==> src/hdl/pef_pkg.sv <==
package pef_pkg;
   // register indices (byte address = 4 x index)
   localparam logic [7:0] PEF_STATUS_IDX  = 8'h0a;
   localparam logic [7:0] PEF_ACK_IDX     = 8'h0b;
   localparam logic [7:0] PEF_MASK_IDX    = 8'h0c;
   localparam logic [7:0] PEF_SEQCFG_IDX  = 8'h0d;
   localparam logic [9:0] PEF_STATUS_ADDR = {PEF_STATUS_IDX, 2'b00};
   localparam logic [9:0] PEF_ACK_ADDR    = {PEF_ACK_IDX, 2'b00};
   localparam logic [9:0] PEF_MASK_ADDR   = {PEF_MASK_IDX, 2'b00};
   localparam logic [9:0] PEF_SEQCFG_ADDR = {PEF_SEQCFG_IDX, 2'b00};
   // flag positions, shared by status, acknowledge and mask
   localparam int PEF_BIT_WARN = 0;
   localparam int PEF_BIT_TSD  = 1;
   localparam int PEF_BIT_PUS  = 2;
   localparam int PEF_BIT_UVLO = 3;
   localparam int PEF_NFLAG    = 4;
   localparam logic [7:0] PEF_ACK_RESET    = 8'h00;
   localparam logic [7:0] PEF_MASK_RESET   = 8'h00;
   localparam logic [7:0] PEF_SEQCFG_RESET = 8'h10;
   // power-up delay: periods of a slot time
   localparam int PEF_SLOT_US     = 128;
   localparam int PEF_CLK_MHZ     = 40;
   localparam int PEF_SLOT_CYC    = PEF_SLOT_US * PEF_CLK_MHZ;
   localparam int PEF_PUS_PERIODS = 16;
   typedef logic [PEF_NFLAG-1:0] pef_vec_t;
   // synced levels out of reset: power-up sense idles high
   localparam pef_vec_t PEF_LEVEL_RESET = 4'h4;
endpackage

==> src/hdl/pef_edge_if.sv <==
`timescale 1ns/10ps
interface pef_edge_if;
   logic [3:0] level;
   logic [3:0] rise;
   logic [3:0] fall;
   modport det (output rise, output fall, input level);
   modport usr (input rise, input fall, output level);
endinterface

==> src/hdl/pef_edge_det.sv <==
`timescale 1ns/10ps
module pef_edge_det
#(
   parameter pef_pkg::pef_vec_t IDLE_LEVEL = '0
)
(
   // clock and reset
   input  wire logic mclk_in,
   input  wire logic reset_in,
   // levels in, edges out
   pef_edge_if.det   edges
);
   import pef_pkg::*;
   typedef struct packed {
      pef_vec_t prev;
   } pef_det_st_t;
   pef_det_st_t st;
   pef_det_st_t next_st;
   always_comb
   begin
      next_st.prev = edges.level;
   end
   always_ff @(posedge mclk_in or posedge reset_in)
   begin
      // idle level, not zero: a high pin would fake an edge after reset
      if (reset_in)
         st.prev <= IDLE_LEVEL;
      else
         st <= next_st;
   end
   // edges seen against the previous sample
   assign edges.rise = edges.level & ~st.prev;
   assign edges.fall = ~edges.level & st.prev;
endmodule // pef_edge_det

==> src/hdl/pef_event_flags.sv <==
// Design decisions made here: the register offsets and the address-and-strobe port.
`timescale 1ns/10ps
module pef_event_flags
#(
   parameter int SLOT_CYC = pef_pkg::PEF_SLOT_CYC
)
(
   // clock and reset
   input  wire logic        mclk_in,
   input  wire logic        reset_in,
   // sense pins
   input  wire logic        undervoltage_sense_in,
   input  wire logic        thermal_shutdown_sense_in,
   input  wire logic        thermal_warning_sense_in,
   input  wire logic        hardware_enable_input_in,
   // register port
   input  wire logic [9:0]  addr_in,
   input  wire logic [31:0] wdata_in,
   input  wire logic        wr_in,
   input  wire logic        rd_in,
   output logic      [31:0] rdata_out,
   // interrupt and status
   output logic             irq_out,
   output logic             powerup_done_sense_out
);
   import pef_pkg::*;

   typedef struct packed {
      logic [1:0] s_uv;
      logic [1:0] s_tsd;
      logic [1:0] s_warn;
      logic [1:0] s_en;
      logic       en_q;
      logic       pus;
      logic [7:0] per_cnt;
      logic [15:0] cyc_cnt;
      pef_vec_t   ack;
      pef_vec_t   mask;
      logic [7:0] seqcfg;
      logic [31:0] rdata;
      logic       irq;
   } pef_st_t;

   pef_st_t st;
   pef_st_t next_st;
   pef_edge_if edges ();

   localparam logic [15:0] SLOT_LAST = 16'(SLOT_CYC - 1);

   // strobe aimed at one register; shared by the ack read, mask write and seqcfg write decodes
   function automatic logic pef_hit
   (
      input logic       strobe,
      input logic [9:0] addr,
      input logic [9:0] target
   );
      pef_hit = strobe && (addr == target);
   endfunction

   // which edges latch a flag: power-up only on its rising edge
   function automatic pef_vec_t pef_set_of
   (
      input pef_vec_t rise,
      input pef_vec_t fall
   );
      pef_vec_t v;
      v               = '0;
      v[PEF_BIT_UVLO] = rise[PEF_BIT_UVLO] | fall[PEF_BIT_UVLO];
      v[PEF_BIT_PUS]  = rise[PEF_BIT_PUS];
      v[PEF_BIT_TSD]  = rise[PEF_BIT_TSD] | fall[PEF_BIT_TSD];
      v[PEF_BIT_WARN] = rise[PEF_BIT_WARN] | fall[PEF_BIT_WARN];
      pef_set_of = v;
   endfunction

   // read mux; unmapped addresses read as zero
   function automatic logic [31:0] pef_read_mux
   (
      input logic [9:0] addr,
      input pef_vec_t   level,
      input pef_vec_t   ack,
      input pef_vec_t   mask,
      input logic [7:0] seqcfg
   );
      logic [31:0] r;
      r = '0;
      unique case (addr)
         PEF_STATUS_ADDR: r[PEF_NFLAG-1:0] = level;
         PEF_ACK_ADDR:    r[PEF_NFLAG-1:0] = ack;
         PEF_MASK_ADDR:   r[PEF_NFLAG-1:0] = mask;
         PEF_SEQCFG_ADDR: r[7:0]           = seqcfg;
         default:         r                = '0;
      endcase
      pef_read_mux = r;
   endfunction

   pef_edge_det
   #(
      .IDLE_LEVEL (PEF_LEVEL_RESET)
   )
   u_det
   (
      .mclk_in  (mclk_in),
      .reset_in (reset_in),
      .edges    (edges)
   );

   // second sync stage feeds edge detection; first stage read by nobody else
   assign edges.level = {st.s_uv[1], st.pus, st.s_tsd[1], st.s_warn[1]};

   always_comb
   begin
      pef_vec_t setv;
      logic     rd_ack;
      logic     wr_mask;
      logic     wr_seqcfg;
      logic     period_end;
      logic     last_period;
      next_st     = st;
      setv        = pef_set_of(edges.rise, edges.fall);
      rd_ack      = pef_hit(rd_in, addr_in, PEF_ACK_ADDR);
      wr_mask     = pef_hit(wr_in, addr_in, PEF_MASK_ADDR);
      wr_seqcfg   = pef_hit(wr_in, addr_in, PEF_SEQCFG_ADDR);
      period_end  = (st.cyc_cnt == SLOT_LAST);
      last_period = (st.per_cnt == st.seqcfg - 8'h01);
      // pins pass two flops before anything reads them
      next_st.s_uv   = {st.s_uv[0], undervoltage_sense_in};
      next_st.s_tsd  = {st.s_tsd[0], thermal_shutdown_sense_in};
      next_st.s_warn = {st.s_warn[0], thermal_warning_sense_in};
      next_st.s_en   = {st.s_en[0], hardware_enable_input_in};
      next_st.en_q   = st.s_en[1];
      // power-up sequencer; enable low forces the done level
      if (!st.s_en[1])
      begin
         next_st.pus     = 1'b1;
         next_st.per_cnt = '0;
         next_st.cyc_cnt = '0;
      end
      else if (!st.en_q)
      begin
         // enable has just risen: start counting periods
         next_st.pus     = 1'b0;
         next_st.per_cnt = '0;
         next_st.cyc_cnt = '0;
      end
      else if (!st.pus)
      begin
         if (period_end)
         begin
            next_st.cyc_cnt = '0;
            if (last_period)
            begin
               next_st.pus = 1'b1;
            end
            else
            begin
               next_st.per_cnt = st.per_cnt + 8'h01;
            end
         end
         else
         begin
            next_st.cyc_cnt = st.cyc_cnt + 16'h0001;
         end
      end
      // read clears; an edge in the same cycle still sets
      if (rd_ack)
      begin
         next_st.ack = setv;
      end
      else
      begin
         next_st.ack = st.ack | setv;
      end
      if (wr_mask)
      begin
         next_st.mask = wdata_in[PEF_NFLAG-1:0];
      end
      // zero periods would wrap to 256; clamp to one
      if (wr_seqcfg)
      begin
         next_st.seqcfg = (wdata_in[7:0] == 8'h00) ? 8'h01 : wdata_in[7:0];
      end
      // read data stand one cycle only, zero otherwise
      next_st.rdata = '0;
      if (rd_in)
      begin
         next_st.rdata = pef_read_mux(addr_in, edges.level, st.ack,
                                      st.mask, st.seqcfg);
      end
      // irq follows the new flags and mask in the same edge
      next_st.irq = |(next_st.ack & next_st.mask);
   end

   always_ff @(posedge mclk_in or posedge reset_in)
   begin
      if (reset_in)
      begin
         st        <= '0;
         st.pus    <= 1'b1;
         st.ack    <= PEF_ACK_RESET[PEF_NFLAG-1:0];
         st.mask   <= PEF_MASK_RESET[PEF_NFLAG-1:0];
         st.seqcfg <= PEF_SEQCFG_RESET;
      end
      else
         st <= next_st;
   end

   assign rdata_out              = st.rdata;
   assign irq_out                = st.irq;
   assign powerup_done_sense_out = st.pus;
endmodule // pef_event_flags

==> config.mk <==
export PLATFORM = sky130hd
export DESIGN_NAME = pef_event_flags
export DESIGN_NICKNAME = d
export VERILOG_FILES = /design/src/hdl/pef_pkg.sv /design/src/hdl/pef_edge_if.sv /design/src/hdl/pef_edge_det.sv /design/src/hdl/pef_event_flags.sv
export SDC_FILE = /design/constraint.sdc
export NUM_CORES = 1
export LEC_CHECK = 0
export ABC_CLOCK_PERIOD_IN_PS = 2520
export BUFFER_PORTS_ARGS = -buffer_cell sky130_fd_sc_hd__buf_2
export CORE_MARGIN = 2
export CORE_UTILIZATION = 25
export DETAILED_ROUTE_END_ITERATION = 6
export GPL_ROUTABILITY_DRIVEN = 0
export SLEW_MARGIN = 40
export SYNTH_ARGS = -nofsm -noshare
export SYNTH_HDL_FRONTEND = slang
export SYNTH_SLANG_ARGS = --single-unit
==> constraint.sdc <==
create_clock -name mclk_in -period 2.52 [get_ports mclk_in]
set_input_delay 0.378 -clock mclk_in [delete_from_list [all_inputs] [get_ports mclk_in]]
set_output_delay 0.378 -clock mclk_in [all_outputs]
set_load 0.01 [all_outputs]
== Word level (Yosys, flattened, before mapping) ==
Cells that the tools add are included.
Storage, ports and cells
  register bits after elaboration: 87
  logic and storage cells: 54
Operators by class
  $add $sub $neg: 3
  equal/unequal tests: 9
  muxes and demuxes: 13
  bitwise operators: 9
  reduce and logical (&&, ||, !) cells: 6
Operators by type and width (number)
  25-bit two-way mux: 3
  10-bit by 6-bit equality test with 1-bit output (second input constant): 4
  8-bit two-way mux: 3
  16-bit by 1-bit adder with 16-bit output (second input constant): 1
  16-bit by 13-bit equality test with 1-bit output (second input constant): 1
  16-bit two-way mux: 1
  4-bit case mux with 4 select lines: 1
  4-bit AND: 3
  4-bit two-way mux: 3
  9-bit two-way mux: 1
  8-bit by 1-bit adder with 8-bit output (second input constant): 1
  8-bit equality test: 1
  8-bit zero test: 1
  4-bit NOT: 2
  8-bit by 1-bit subtractor with 8-bit output (second input constant): 1
  3-bit inequality test (second input constant): 2
  4-bit bitwise OR: 1
  4-bit OR reduction: 1
  1-bit logical AND: 3
  3-bit by 2-bit inequality test with 1-bit output (second input constant): 1
  1-bit bitwise OR: 3
  3-bit AND reduction: 1
  1-bit two-way mux: 1

== Logic depth before layout (Yosys ltp) ==
Gate-level depths: netlist (run 1).
  word-level depth: 7
  gate-level depth with buffers: 9
  mapped depth without buffers: 8

== Hierarchy ==
A second synthesis (run 1) with hierarchy kept.
Second synthesis, totals
  cells, all modules: 318
  area total of the unflattened synthesis: 3329.4 um^2
Modules (own cells, without submodules)
  pef_event_flags: times used 1, cells an instance 305, area each 3154.3 um^2, seq. area each 1478.9 um^2
  pef_edge_det: times used 1, cells an instance 13, area each 175.2 um^2, seq. area each 101.3 um^2

== Worst setup path after synthesis (run 1) ==
OpenSTA, ideal clock, no wires.
  path kind: reg-to-reg
  from: register st[33] (netlist bit)
  to: register st[71] (netlist bit)
  data arrival time: 2.092 ns
  slack: 0.349 ns
  stages on the path, launching flop included: 10
  cells stage by stage: dfrtp_1 -> inv_1 -> ha_1 -> o21ba_2 -> a221oi_1 -> a41oi_1 -> o41a_1 -> buf_2 -> nand4_1 -> mux2i_1
On the way
  cells in the longest elaborated chain, start to end: 4
RTL lines
  start, declared: RTL line pef_event_flags.sv:44  | pef_st_t st;
  start signal, assigned: RTL line pef_event_flags.sv:204  | st <= next_st;
  8-bit by 1-bit subtractor with 8-bit output: RTL line pef_event_flags.sv:124  | last_period = (st.per_cnt == st.seqcfg - 8'h01);
  8-bit equality test: RTL line pef_event_flags.sv:124
  3-bit inequality test (no line)
  3-bit AND reduction (no line)
Every way passes these cells.
A chain may end at the register's enable or synchronous reset.

== Worst setup path after layout (run 1) ==
  from: register st[34] (netlist bit)
  to: register st[71] (netlist bit)
The elaborated chain is that of the path after synthesis.

==> impl_metrics.csv, run 1 <==
group,metric,value,unit
critical_path,cp-start-kind,"flop",
critical_path,critPathCaptureType,"flop",
sta,fin_crit,2.32,ns
sta,hold_viol,0,
route,drt_pass1_iterations,4,
clock_network,cts_hold_buffers,0,
route,drc,0,
placement,dpl.hpwl,4530,um
clock_network,cts.sink_count,63,
critical_path,path_max_fanout,8,
route,vias,2262,
route,drt-initial-drc-count,147,
route,wl_per_cell,12.0,um
sta,tns,0,ns
floorplan,dieHeight,118,um
logic_synthesis,syn_inst,311,
grt,grt_pass1_wl,10500,um
floorplan,core,12600,um^2
finish,fill_cells,1292,
sta,hold_slack,0.160,ns
critical_path,crit_buf_inv,1,
placement,portBuffers,35,
clock_network,cts_setup_buffers,0,
floorplan,die_w,118,um
floorplan,ios,84,
grt,grt_pass1_vias,2144,
clock_network,cts_buffers,9,
grt,grt-ovfl-total,0,
critical_path,slowest_stage,"o41a_1",
route,ant_nets,0,
critical_path,crit_family,"compound AO/OA/AOI/OAI gates",
clock_network,ctsResizeCount,0,
clock_network,cts_root_buffer,"clkbuf_16",
sta,max-slew-margin-rel,52.4,%
power_and_ir_drop,p_per_area,607,nW/um^2
grt,grt_max_degree,34,
critical_path,critPathRequiredTime,2.77,ns
logic_synthesis,synth_warnings,0,
power_and_ir_drop,leakage,0.00171,uW
grt,grtUsageTotal,9.54,%
floorplan,fp-row-count,41,
logic_synthesis,synthArstFlopShare,100,%
sta,fmax,431,MHz
logic_synthesis,seq_area_frac_synth,49.0,%
logic_synthesis,synth-edff-count,0,
logic_synthesis,synthTopCellsByArea,"dfrtp_1 (47%), buf_4 (7.4%), mux2_2 (4.5%)",
clock_network,htreeDepth,3,
run,cap_violations,0,
clock_network,clk_path_buf_depth,2,
finish,diodes,0,
floorplan,start_util,25.6,%
sta,drv_slew,0,
finish,area_delta_synth_final,17.1,%
sta,clock_skew,0.00982,ns
route,wirelength,6320,um
route,via_per_inst,4.30,
logic_synthesis,syn_area_per_cell,10.4,um^2
clock_network,cts_tree,"done",
sta,period_share,92.0,%
grt,antenna_found_initial,0,
power_and_ir_drop,finalPower,2290,uW
critical_path,crit_type,"reg2reg",
clock_network,clk_latency,0.33,ns
outcome,status,"finished clean",
sta,rsz0062_at_grt,"false",
logic_synthesis,yosys.cell_types.count,53,
finish,nets,402,
sta,max_slew.worst_pin.slew,0.713,ns
floorplan,die_area,13800,um^2
sta,finalSetupViolCount,0,
logic_synthesis,netlist_area,3230,um^2
logic_synthesis,ys_ff_latch,63,
critical_path,cp.arrival,2.57,ns
clock_network,clk_pin_slew,0.06,ns
critical_path,crit_chain,"inv_1 -> ha_1 -> o21ba_2 -> a221oi_1 -> a41oi_1 -> o41a_1 -> nand4_1 -> mux2i_1",
finish,drive_gt1_share,25.1,%
critical_path,slowest_delay,0.60,ns
logic_synthesis,synth_ff_type,"dfrtp_1",
logic_synthesis,synth_top_area_cell,"dfrtp_1",
logic_synthesis,yosysTopAreaCellShare,46.5,%
worst_hold_path,hp-class,"in2reg",
power_and_ir_drop,ir_worst_vdd,0.000269,V
## sequential cells by signal, summed over array words and instances, names as in the netlist
register	cells
rdata_out	8
next_st	5
u_det.st	4
irq_out	1
powerup_done_sense_out	1
st	41
edges.level	3
## metrics by stage
| stage | std cells | area [um^2] | worst slack [ns] | utilization [%] |
|---|---|---|---|---|
| after floorplan | 334 | 3310 | 0.349 | - |
| after global placement | 510 | 3500 | 0.253 | 27.8 |
| after detailed placement | 510 | 3500 | 0.211 | 27.8 |
| after CTS | 526 | 3780 | 0.196 | 30.0 |
| after global routing | 526 | 3780 | 0.0115 | 30.0 |
| final | 526 | 3780 | 0.201 | 30.0 |
## final cells by class
cell class                      count  area (um^2)  share of cell area, %
Clock inverter                      4         31.3                  0.828
Sequential cell                    63         1580                   41.8
Inverter                           10         37.5                  0.993
Timing Repair Buffer               44          255                   6.75
Multi-Input combinational cell    221         1410                   37.4
Clock buffer                       12          246                   6.52
Tap cell                          172          215                   5.69
## cell usage in the layout (no fill, tap or decap), types with 3 or more instances in the layout
master,Yosys,final
nand3_1,18,18
clkinvlp_4,0,3
mux2_2,13,13
o21ai_0,22,22
or3_1,3,3
clkbuf_16,0,9
xor2_1,16,16
xnor2_1,7,7
a21o_1,3,3
nor2b_1,3,3
a21oi_1,9,9
buf_2,4,35
inv_1,10,9
a222oi_1,4,4
and3_1,8,8
ha_1,3,3
nor2_1,21,21
nor3_1,5,5
nand4_1,3,3
dfrtp_1,60,60
buf_4,32,8
conb_1,1,24
dfstp_2,3,3
nand2_1,24,24
## synth_stat cells, types with 3 or more instances
library cell	n
xor2_1	16
dfrtp_1	60
nand3_1	18
and3_1	8
buf_4	32
o21ai_0	22
nand2_1	24
mux2_2	13
nor2b_1	3
nor3_1	5
clkbuf_1	3
xnor2_1	7
a21o_1	3
nand4_1	3
a222oi_1	4
nor2_1	21
a21oi_1	9
or3_1	3
dfstp_2	3
inv_1	10
ha_1	3
buf_2	4
## final timing paths
kind	from	end	slack (ns)	depth (start not counted)
worst min-delay path	hardware_enable_input_in	next_st[76]	0.16	1
worst min register to register	next_st[76]	next_st[74]	0.34	0
worst max register to register	st[34]	st[71]	0.20	8
worst max-delay path	st[34]	st[71]	0.20	8
min in group asynchronous	reset_in	next_st[80]	0.17	2
max in group asynchronous	reset_in	powerup_done_sense_out	1.67	3
## layer usage
metal / wire length [um] / GRT usage (%) / up-vias
met5: 0 / 0 / -
met4: 42 / 2.56 / 0
met3: 391 / 4.46 / 4
met2: 2900 / 14.8 / 65
met1: 2990 / 11.9 / 1086
li1: - / - / 1107
## report_power, final
| group | internal [uW] | switching (uW) | total [uW] |
|---|---|---|---|
| sequential | 1030 | 14.2 | 1050 |
| clock | 693 | 430 | 1120 |
| combinational | 43.1 | 81.7 | 125 |
## cells by family after synthesis
group	count (synthesis)	share of synthesized area (%)
other cells	1	0.116
compound gates	51	10.5
xor+xnor	23	6.24
fa+ha+maj	3	1.16
flops	63	49.0
mux	16	5.62
buf+inv	50	9.92
simple gates	104	17.5
No activity file was read; power rests on OpenSTA's default activity.
==> inputs of run 2 (changes only) <==
--- a/config.mk
+++ b/config.mk
@@ -5,6 +5,7 @@
 export SDC_FILE = /design/constraint.sdc
 export NUM_CORES = 1
 export LEC_CHECK = 0
+export ABC_AREA = 1
 export ABC_CLOCK_PERIOD_IN_PS = 2520
 export BUFFER_PORTS_ARGS = -buffer_cell sky130_fd_sc_hd__buf_2
 export CORE_MARGIN = 2
==> run 2 against run 1 <==
Against the previous run:
- design area rose by 11%
- clock-buffer cell count did not move
- first-iteration DRC count fell by 6.1%
- die area rose by 11%
- critical path type unchanged
- critical endpoint is now st[69]
- largest cell class is now multi-input combinational cells
- highest routed layer unchanged
==> impl_metrics.csv, run 2 <==
group,metric,value,unit
finish,final_core_util,29.9,%
power_and_ir_drop,p_per_area,596,nW/um^2
route,via_per_inst,4.17,
route,wl_per_cell,10.9,um
grt,antenna_found_initial,0,
critical_path,slowest_delay,0.39,ns
grt,grt_pass1_wl,12800,um
clock_network,cts_setup_buffers,0,
power_and_ir_drop,swShare,21.4,%
grt,grt_max_degree,64,
sta,fmax,523,MHz
floorplan,start_util,25.8,%
floorplan,ios,84,
sta,rsz0062_at_grt,"false",
finish,nets,563,
power_and_ir_drop,leakage,0.00204,uW
sta,period_share,75.9,%
sta,hold_slack,0.0982,ns
clock_network,cts.sink_count,63,
finish,final_common_cell,"nand2_1",
logic_synthesis,ys_ff_latch,63,
logic_synthesis,synthTopCellsByArea,"dfrtp_1 (42%), nand2_1 (13%), nand3_1 (7.1%)",
critical_path,crit_type,"reg2reg",
sta,max-slew-margin-rel,57.0,%
logic_synthesis,synthArstFlopShare,100,%
clock_network,clk_path_buf_depth,2,
grt,grt-ovfl-total,0,
grt,grtUsageTotal,10.8,%
floorplan,dieHeight,124,um
power_and_ir_drop,p_sw,535,uW
clock_network,cts_hold_buffers,0,
critical_path,cp.arrival,2.13,ns
critical_path,reg2reg_setup_slack,0.61,ns
route,wirelength,7560,um
sta,finalSetupViolCount,0,
placement,portBuffers,35,
finish,largest_register_ffs,41,
grt,use_met2,17.5,%
placement,dpl.hpwl,5600,um
logic_synthesis,synth_top_area_cell,"dfrtp_1",
outcome,status,"finished clean",
route,drt_pass1_iterations,4,
finish,diodes,0,
power_and_ir_drop,clockPowerShare,52.6,%
critical_path,cp_common_cell,"nand2_1",
power_and_ir_drop,p_seq_share,41.9,%
critical_path,critPathRequiredTime,2.74,ns
grt,grt_pass1_vias,2779,
logic_synthesis,seq_area_frac_synth,43.8,%
power_and_ir_drop,p_int,1960,uW
critical_path,cp-start-kind,"flop",
grt,top_usage_layer,"met2",
logic_synthesis,yosys.cell_types.count,34,
sta,tns,0,ns
clock_network,cts_buffers,9,
floorplan,die_area,15400,um^2
logic_synthesis,synth_warnings,0,
clock_network,cts_root_buffer,"clkbuf_16",
clock_network,cts_tree,"done",
logic_synthesis,syn_area_per_cell,7.62,um^2
logic_synthesis,synth_ff_type,"dfrtp_1",
logic_synthesis,yosys.cell_count.top_type,"nand2_1",
route,vias,2901,
clock_network,clk_pin_slew,0.05,ns
clock_network,htreeDepth,3,
finish,final_cell_mix,"nand2_1 (122), dfrtp_1 (60), inv_1 (57), nor2_1 (52), nand3_1 (51)",
run,cap_violations,0,
logic_synthesis,synth-edff-count,0,
logic_synthesis,synthTopCellsByCount,"nand2_1 (122), dfrtp_1 (60), inv_1 (58), nor2_1 (52), nand3_1 (51)",
route,ant_nets,0,
finish,drive_gt1_share,13.2,%
critical_path,crit_chain,"inv_1 -> ha_1 -> nand2_1 -> nor2_1 -> nand2_1 -> nand2_1 -> nand2_1 -> nor2_1 -> nand3_1 -> nand2_4 -> nand2_4 -> nand2_1 -> nand2_1",
floorplan,die_w,124,um
clock_network,clk_latency,0.33,ns
finish,fin_cells,695,
logic_synthesis,yosysTopAreaCellShare,41.6,%
power_and_ir_drop,pwr-share-comb,5.4,%
sta,max_slew.worst_pin.slew,0.641,ns
critical_path,critPathCaptureType,"flop",
critical_path,slowest_stage,"dfrtp_1",
logic_synthesis,netlist_area,3610,um^2
route,drc,0,
logic_synthesis,syn_inst,474,
grt,grt_util_met1,13.5,%
route,drt-initial-drc-count,138,
critical_path,path_max_fanout,9,
finish,area_delta_synth_final,16.0,%
finish,top_register,"st",
power_and_ir_drop,ir_worst_vdd,0.000281,V
clock_network,ctsResizeCount,0,
sta,clock_skew,0.00703,ns
floorplan,fp-row-count,43,
worst_hold_path,hp-class,"in2async",
floorplan,core,14000,um^2
grt,grtUsageMet3,3.43,%
sta,fin_crit,1.91,ns
sta,drv_slew,0,
sta,hold_viol,0,
placement,placed_cells,679,
run 2: kinds of logic (layout without fill, tap and decap cells):
| family | Yosys count | count (layout) | synth area share (%) |
|---|---|---|---|
| AO/OA/AOI/OAI | 45 | 45 | 6.90 |
| XOR/XNOR | 13 | 13 | 3.15 |
| adder cells (fa/ha/maj) | 3 | 3 | 1.04 |
| buffers and inverters | 96 | 114 | 13.6 |
| flip-flops | 63 | 63 | 43.8 |
| multiplexers | 2 | 2 | 0.589 |
| other | 1 | 24 | 0.104 |
| AND/OR/NAND/NOR | 251 | 251 | 30.8 |
run 2: area by class of cell:
| cell class | instances | area [um^2] |
|---|---|---|
| Clock buffer | 12 | 246 |
| Clock inverter | 4 | 70.1 |
| Fill cell | 1546 | 9800 |
| Inverter | 59 | 221 |
| Multi-Input combinational cell | 338 | 1630 |
| Sequential cell | 63 | 1580 |
| Tap cell | 180 | 225 |
| Timing Repair Buffer | 39 | 218 |
run 2: through the flow:
stage | setup WS [ns] | area, um^2 | total power [uW]
2_1_floorplan | 0.577 | 3700 | 1170
3_3_place_gp | 0.592 | 3870 | 1200
3_5_place_dp | 0.598 | 3870 | 1200
4_1_cts | 0.594 | 4190 | 2540
5_1_grt | 0.394 | 4190 | 2610
6_report | 0.606 | 4190 | 2500
run 2: critical path, delay by kind of cell (launching register included):
family | cells | cell delay (ns)
DFF | 1 | 0.39
buffers and inverters | 1 | 0.13
adders and majority gates | 1 | 0.22
and+or+nand+nor | 11 | 1.06
run 2: worst paths after layout:
check	from	end	cells after the start
worst max register to register	st[33]	st[69]	13
worst min-delay path	reset_in	next_st[78]	3
min in group mclk_in	thermal_warning_sense_in	next_st[78]	1
max in group asynchronous	reset_in	st[37]	3
worst max-delay path	st[33]	st[69]	13
worst min register to register	next_st[80]	edges.level[1]	0
run 2: power groups by stage:
stage               clock [uW]  combinational, uW  sequential [uW]
detailed placement           0                138             1060
finish                    1310                136             1050
CTS                       1360                139             1050
global placement             0                138             1060
global route              1400                160             1050
floorplan                    0                115             1060
run 2: per-layer routing:
metal	part of all wire (%)	vias up
li1	-	1533
met1	49	1310
met2	46	50
met3	4.4	8
met4	1.1	0
met5	0	-
==> inputs of run 3 (changes only) <==
--- a/config.mk
+++ b/config.mk
@@ -6,7 +6,7 @@
 export NUM_CORES = 1
 export LEC_CHECK = 0
 export ABC_AREA = 1
-export ABC_CLOCK_PERIOD_IN_PS = 2520
+export ABC_CLOCK_PERIOD_IN_PS = 1600
 export BUFFER_PORTS_ARGS = -buffer_cell sky130_fd_sc_hd__buf_2
 export CORE_MARGIN = 2
 export CORE_UTILIZATION = 25
==> constraint.sdc (replaced) <==
create_clock -name mclk_in -period 1.6 [get_ports mclk_in]
set_input_delay 0.24 -clock mclk_in [delete_from_list [all_inputs] [get_ports mclk_in]]
set_output_delay 0.24 -clock mclk_in [all_outputs]
set_load 0.01 [all_outputs]
==> run 3 against run 2 <==
Against the previous run:
- the run now ends with setup timing left
- die area stayed put
- combinational power up 100%
- largest power group unchanged
- clock power grew 60%
==> impl_metrics.csv, run 3 (same netlist as run 2, synthesis figures left out) <==
group,metric,value,unit
outcome,status,"complete, but fails checks",
outcome,violations,"setup timing",
floorplan,core,14000,um^2
clock_network,cts_root_buffer,"clkbuf_16",
worst_hold_path,hp-class,"in2reg",
sta,max-slew-margin-rel,64.7,%
placement,place_area,4250,um^2
finish,drive_gt1_share,28.5,%
critical_path,path_max_fanout,5,
floorplan,start_util,25.8,%
placement,dp_slack,-0.172,ns
grt,top_usage_layer,"met2",
grt,antenna_found_initial,0,
power_and_ir_drop,ir_worst_vdd,0.000540,V
grt,grtUsageMet3,3.02,%
route,wl_per_cell,11.0,um
critical_path,cp-start-kind,"flop",
clock_network,clk_path_buf_depth,2,
floorplan,fp-row-count,43,
sta,clock_skew,0.00326,ns
critical_path,cp.arrival,1.93,ns
power_and_ir_drop,leakage,0.00238,uW
sta,hold_viol,0,
sta,period_share,106,%
clock_network,clk_latency,0.33,ns
grt,grt-ovfl-total,0,
clock_network,cts_tree,"done",
finish,largest_register_ffs,41,
finish,area_delta_synth_final,35.1,%
finish,diodes,0,
floorplan,dieHeight,124,um
clock_network,clk_pin_slew,0.06,ns
finish,top_register,"st",
route,drt-initial-drc-count,135,
route,via_per_inst,4.17,
route,drt_pass1_iterations,4,
grt,grt_pass1_wl,14000,um
power_and_ir_drop,p_per_area,821,nW/um^2
finish,final_cell_area,4880,um^2
critical_path,worstRegToRegCells,9,
route,ant_nets,0,
finish,final_cell_mix,"nand2_1 (117), dfrtp_1 (60), buf_4 (54), inv_1 (52), nor2_1 (45)",
floorplan,die_area,15400,um^2
sta,max_slew.worst_pin.slew,0.528,ns
grt,grt_util_met1,14.7,%
finish,fill_cells,1450,
clock_network,htreeDepth,3,
finish,nets,623,
grt,grtUsageTotal,11.7,%
clock_network,cts.sink_count,63,
sta,rsz0062_at_grt,"true",
grt,use_met2,19.0,%
sta,setup_slack,-0.0997,ns
placement,portBuffers,35,
placement,dpl.hpwl,6180,um
floorplan,die_w,124,um
grt,grt_max_degree,28,
grt,grt_pass1_vias,3033,
sta,fin_crit,1.70,ns
route,vias,3146,
route,drc,0,
critical_path,critPathCaptureType,"flop",
sta,finalSetupViolCount,17,
critical_path,crit_type,"reg2reg",
clock_network,cts_buffers,9,
floorplan,ios,84,
route,wirelength,8290,um
worst_hold_path,whs_path_depth,1,
sta,drv_slew,0,
run,cap_violations,0,
finish,final_common_cell,"nand2_1",
sta,fmax,588,MHz
critical_path,critPathRequiredTime,1.83,ns
## run 3: layer usage
layer	routed length (um)	up-vias	part of all wire (%)
li1	-	1652	-
met1	3980	1431	48
met2	3880	54	47
met3	289	9	3.5
met4	143	0	1.7
met5	0	-	0
## run 3: timing repair
action | in CTS | in global routing
gates resized for setup | 15 | 39
setup buffers | 5 | 4
setup endpoints to repair | 22 | 25
pin swaps | 4 | 10
endpoints found under the hold margin | 19 | 0
hold buffers | 3 | 0
## run 3: cell type report
cell class / count / area [um^2] / area share [%]
Multi-Input combinational cell: 338 / 1810 / 37.2
Sequential cell: 63 / 1580 / 32.4
Timing Repair Buffer: 99 / 711 / 14.6
Clock buffer: 9 / 225 / 4.62
Inverter: 59 / 225 / 4.62
Tap cell: 180 / 225 / 4.62
Clock inverter: 7 / 97.6 / 2.00
## run 3: final timing paths
check                                       from  slack, ns        endpoint
max                                       st[49]       -0.1          st[66]
min                        undervoltage_sense_in       0.02     next_st[82]
max reg2reg                               st[49]       -0.1          st[66]
min reg2reg                          next_st[78]       0.35  edges.level[0]
max in group asynchronous               reset_in       0.55          st[37]
min in group asynchronous               reset_in       0.49     next_st[80]
## run 3: critical path, cell delays in order (launching register included)
cell	delay, ns
dfrtp_1	0.39
ha_4	0.17
nand3_4	0.09
nor3_4	0.26
nand3_2	0.15
nor3_4	0.18
nand2_4	0.10
buf_4	0.14
nand3_1	0.06
nand2_1	0.05
## run 3: metrics by stage
| step | util [%] | setup TNS, ns | cells | hold WS, ns | power (uW) |
|---|---|---|---|---|---|
| 2_1_floorplan | - | 0 | 497 | 0.271 | 1850 |
| 3_3_place_gp | 30.4 | -1.91 | 727 | 0.303 | 1920 |
| 3_5_place_dp | 30.4 | -2.09 | 727 | 0.313 | 1920 |
| 4_1_cts | 33.6 | -1.01 | 751 | 0.00245 | 4050 |
| 5_1_grt | 34.9 | -3.61 | 755 | 0.00413 | 4180 |
| 6_report | 34.9 | -0.948 | 755 | 0.0155 | 4000 |
## run 3: power by group
group / leakage (uW) / switching [uW] / internal [uW] / total [uW]
registers: 0.000815 / 18.8 / 1620 / 1640
clock network: 0.000152 / 722 / 1360 / 2090
logic: 0.00141 / 174 / 102 / 276
total: 0.00238 / 916 / 3090 / 4000
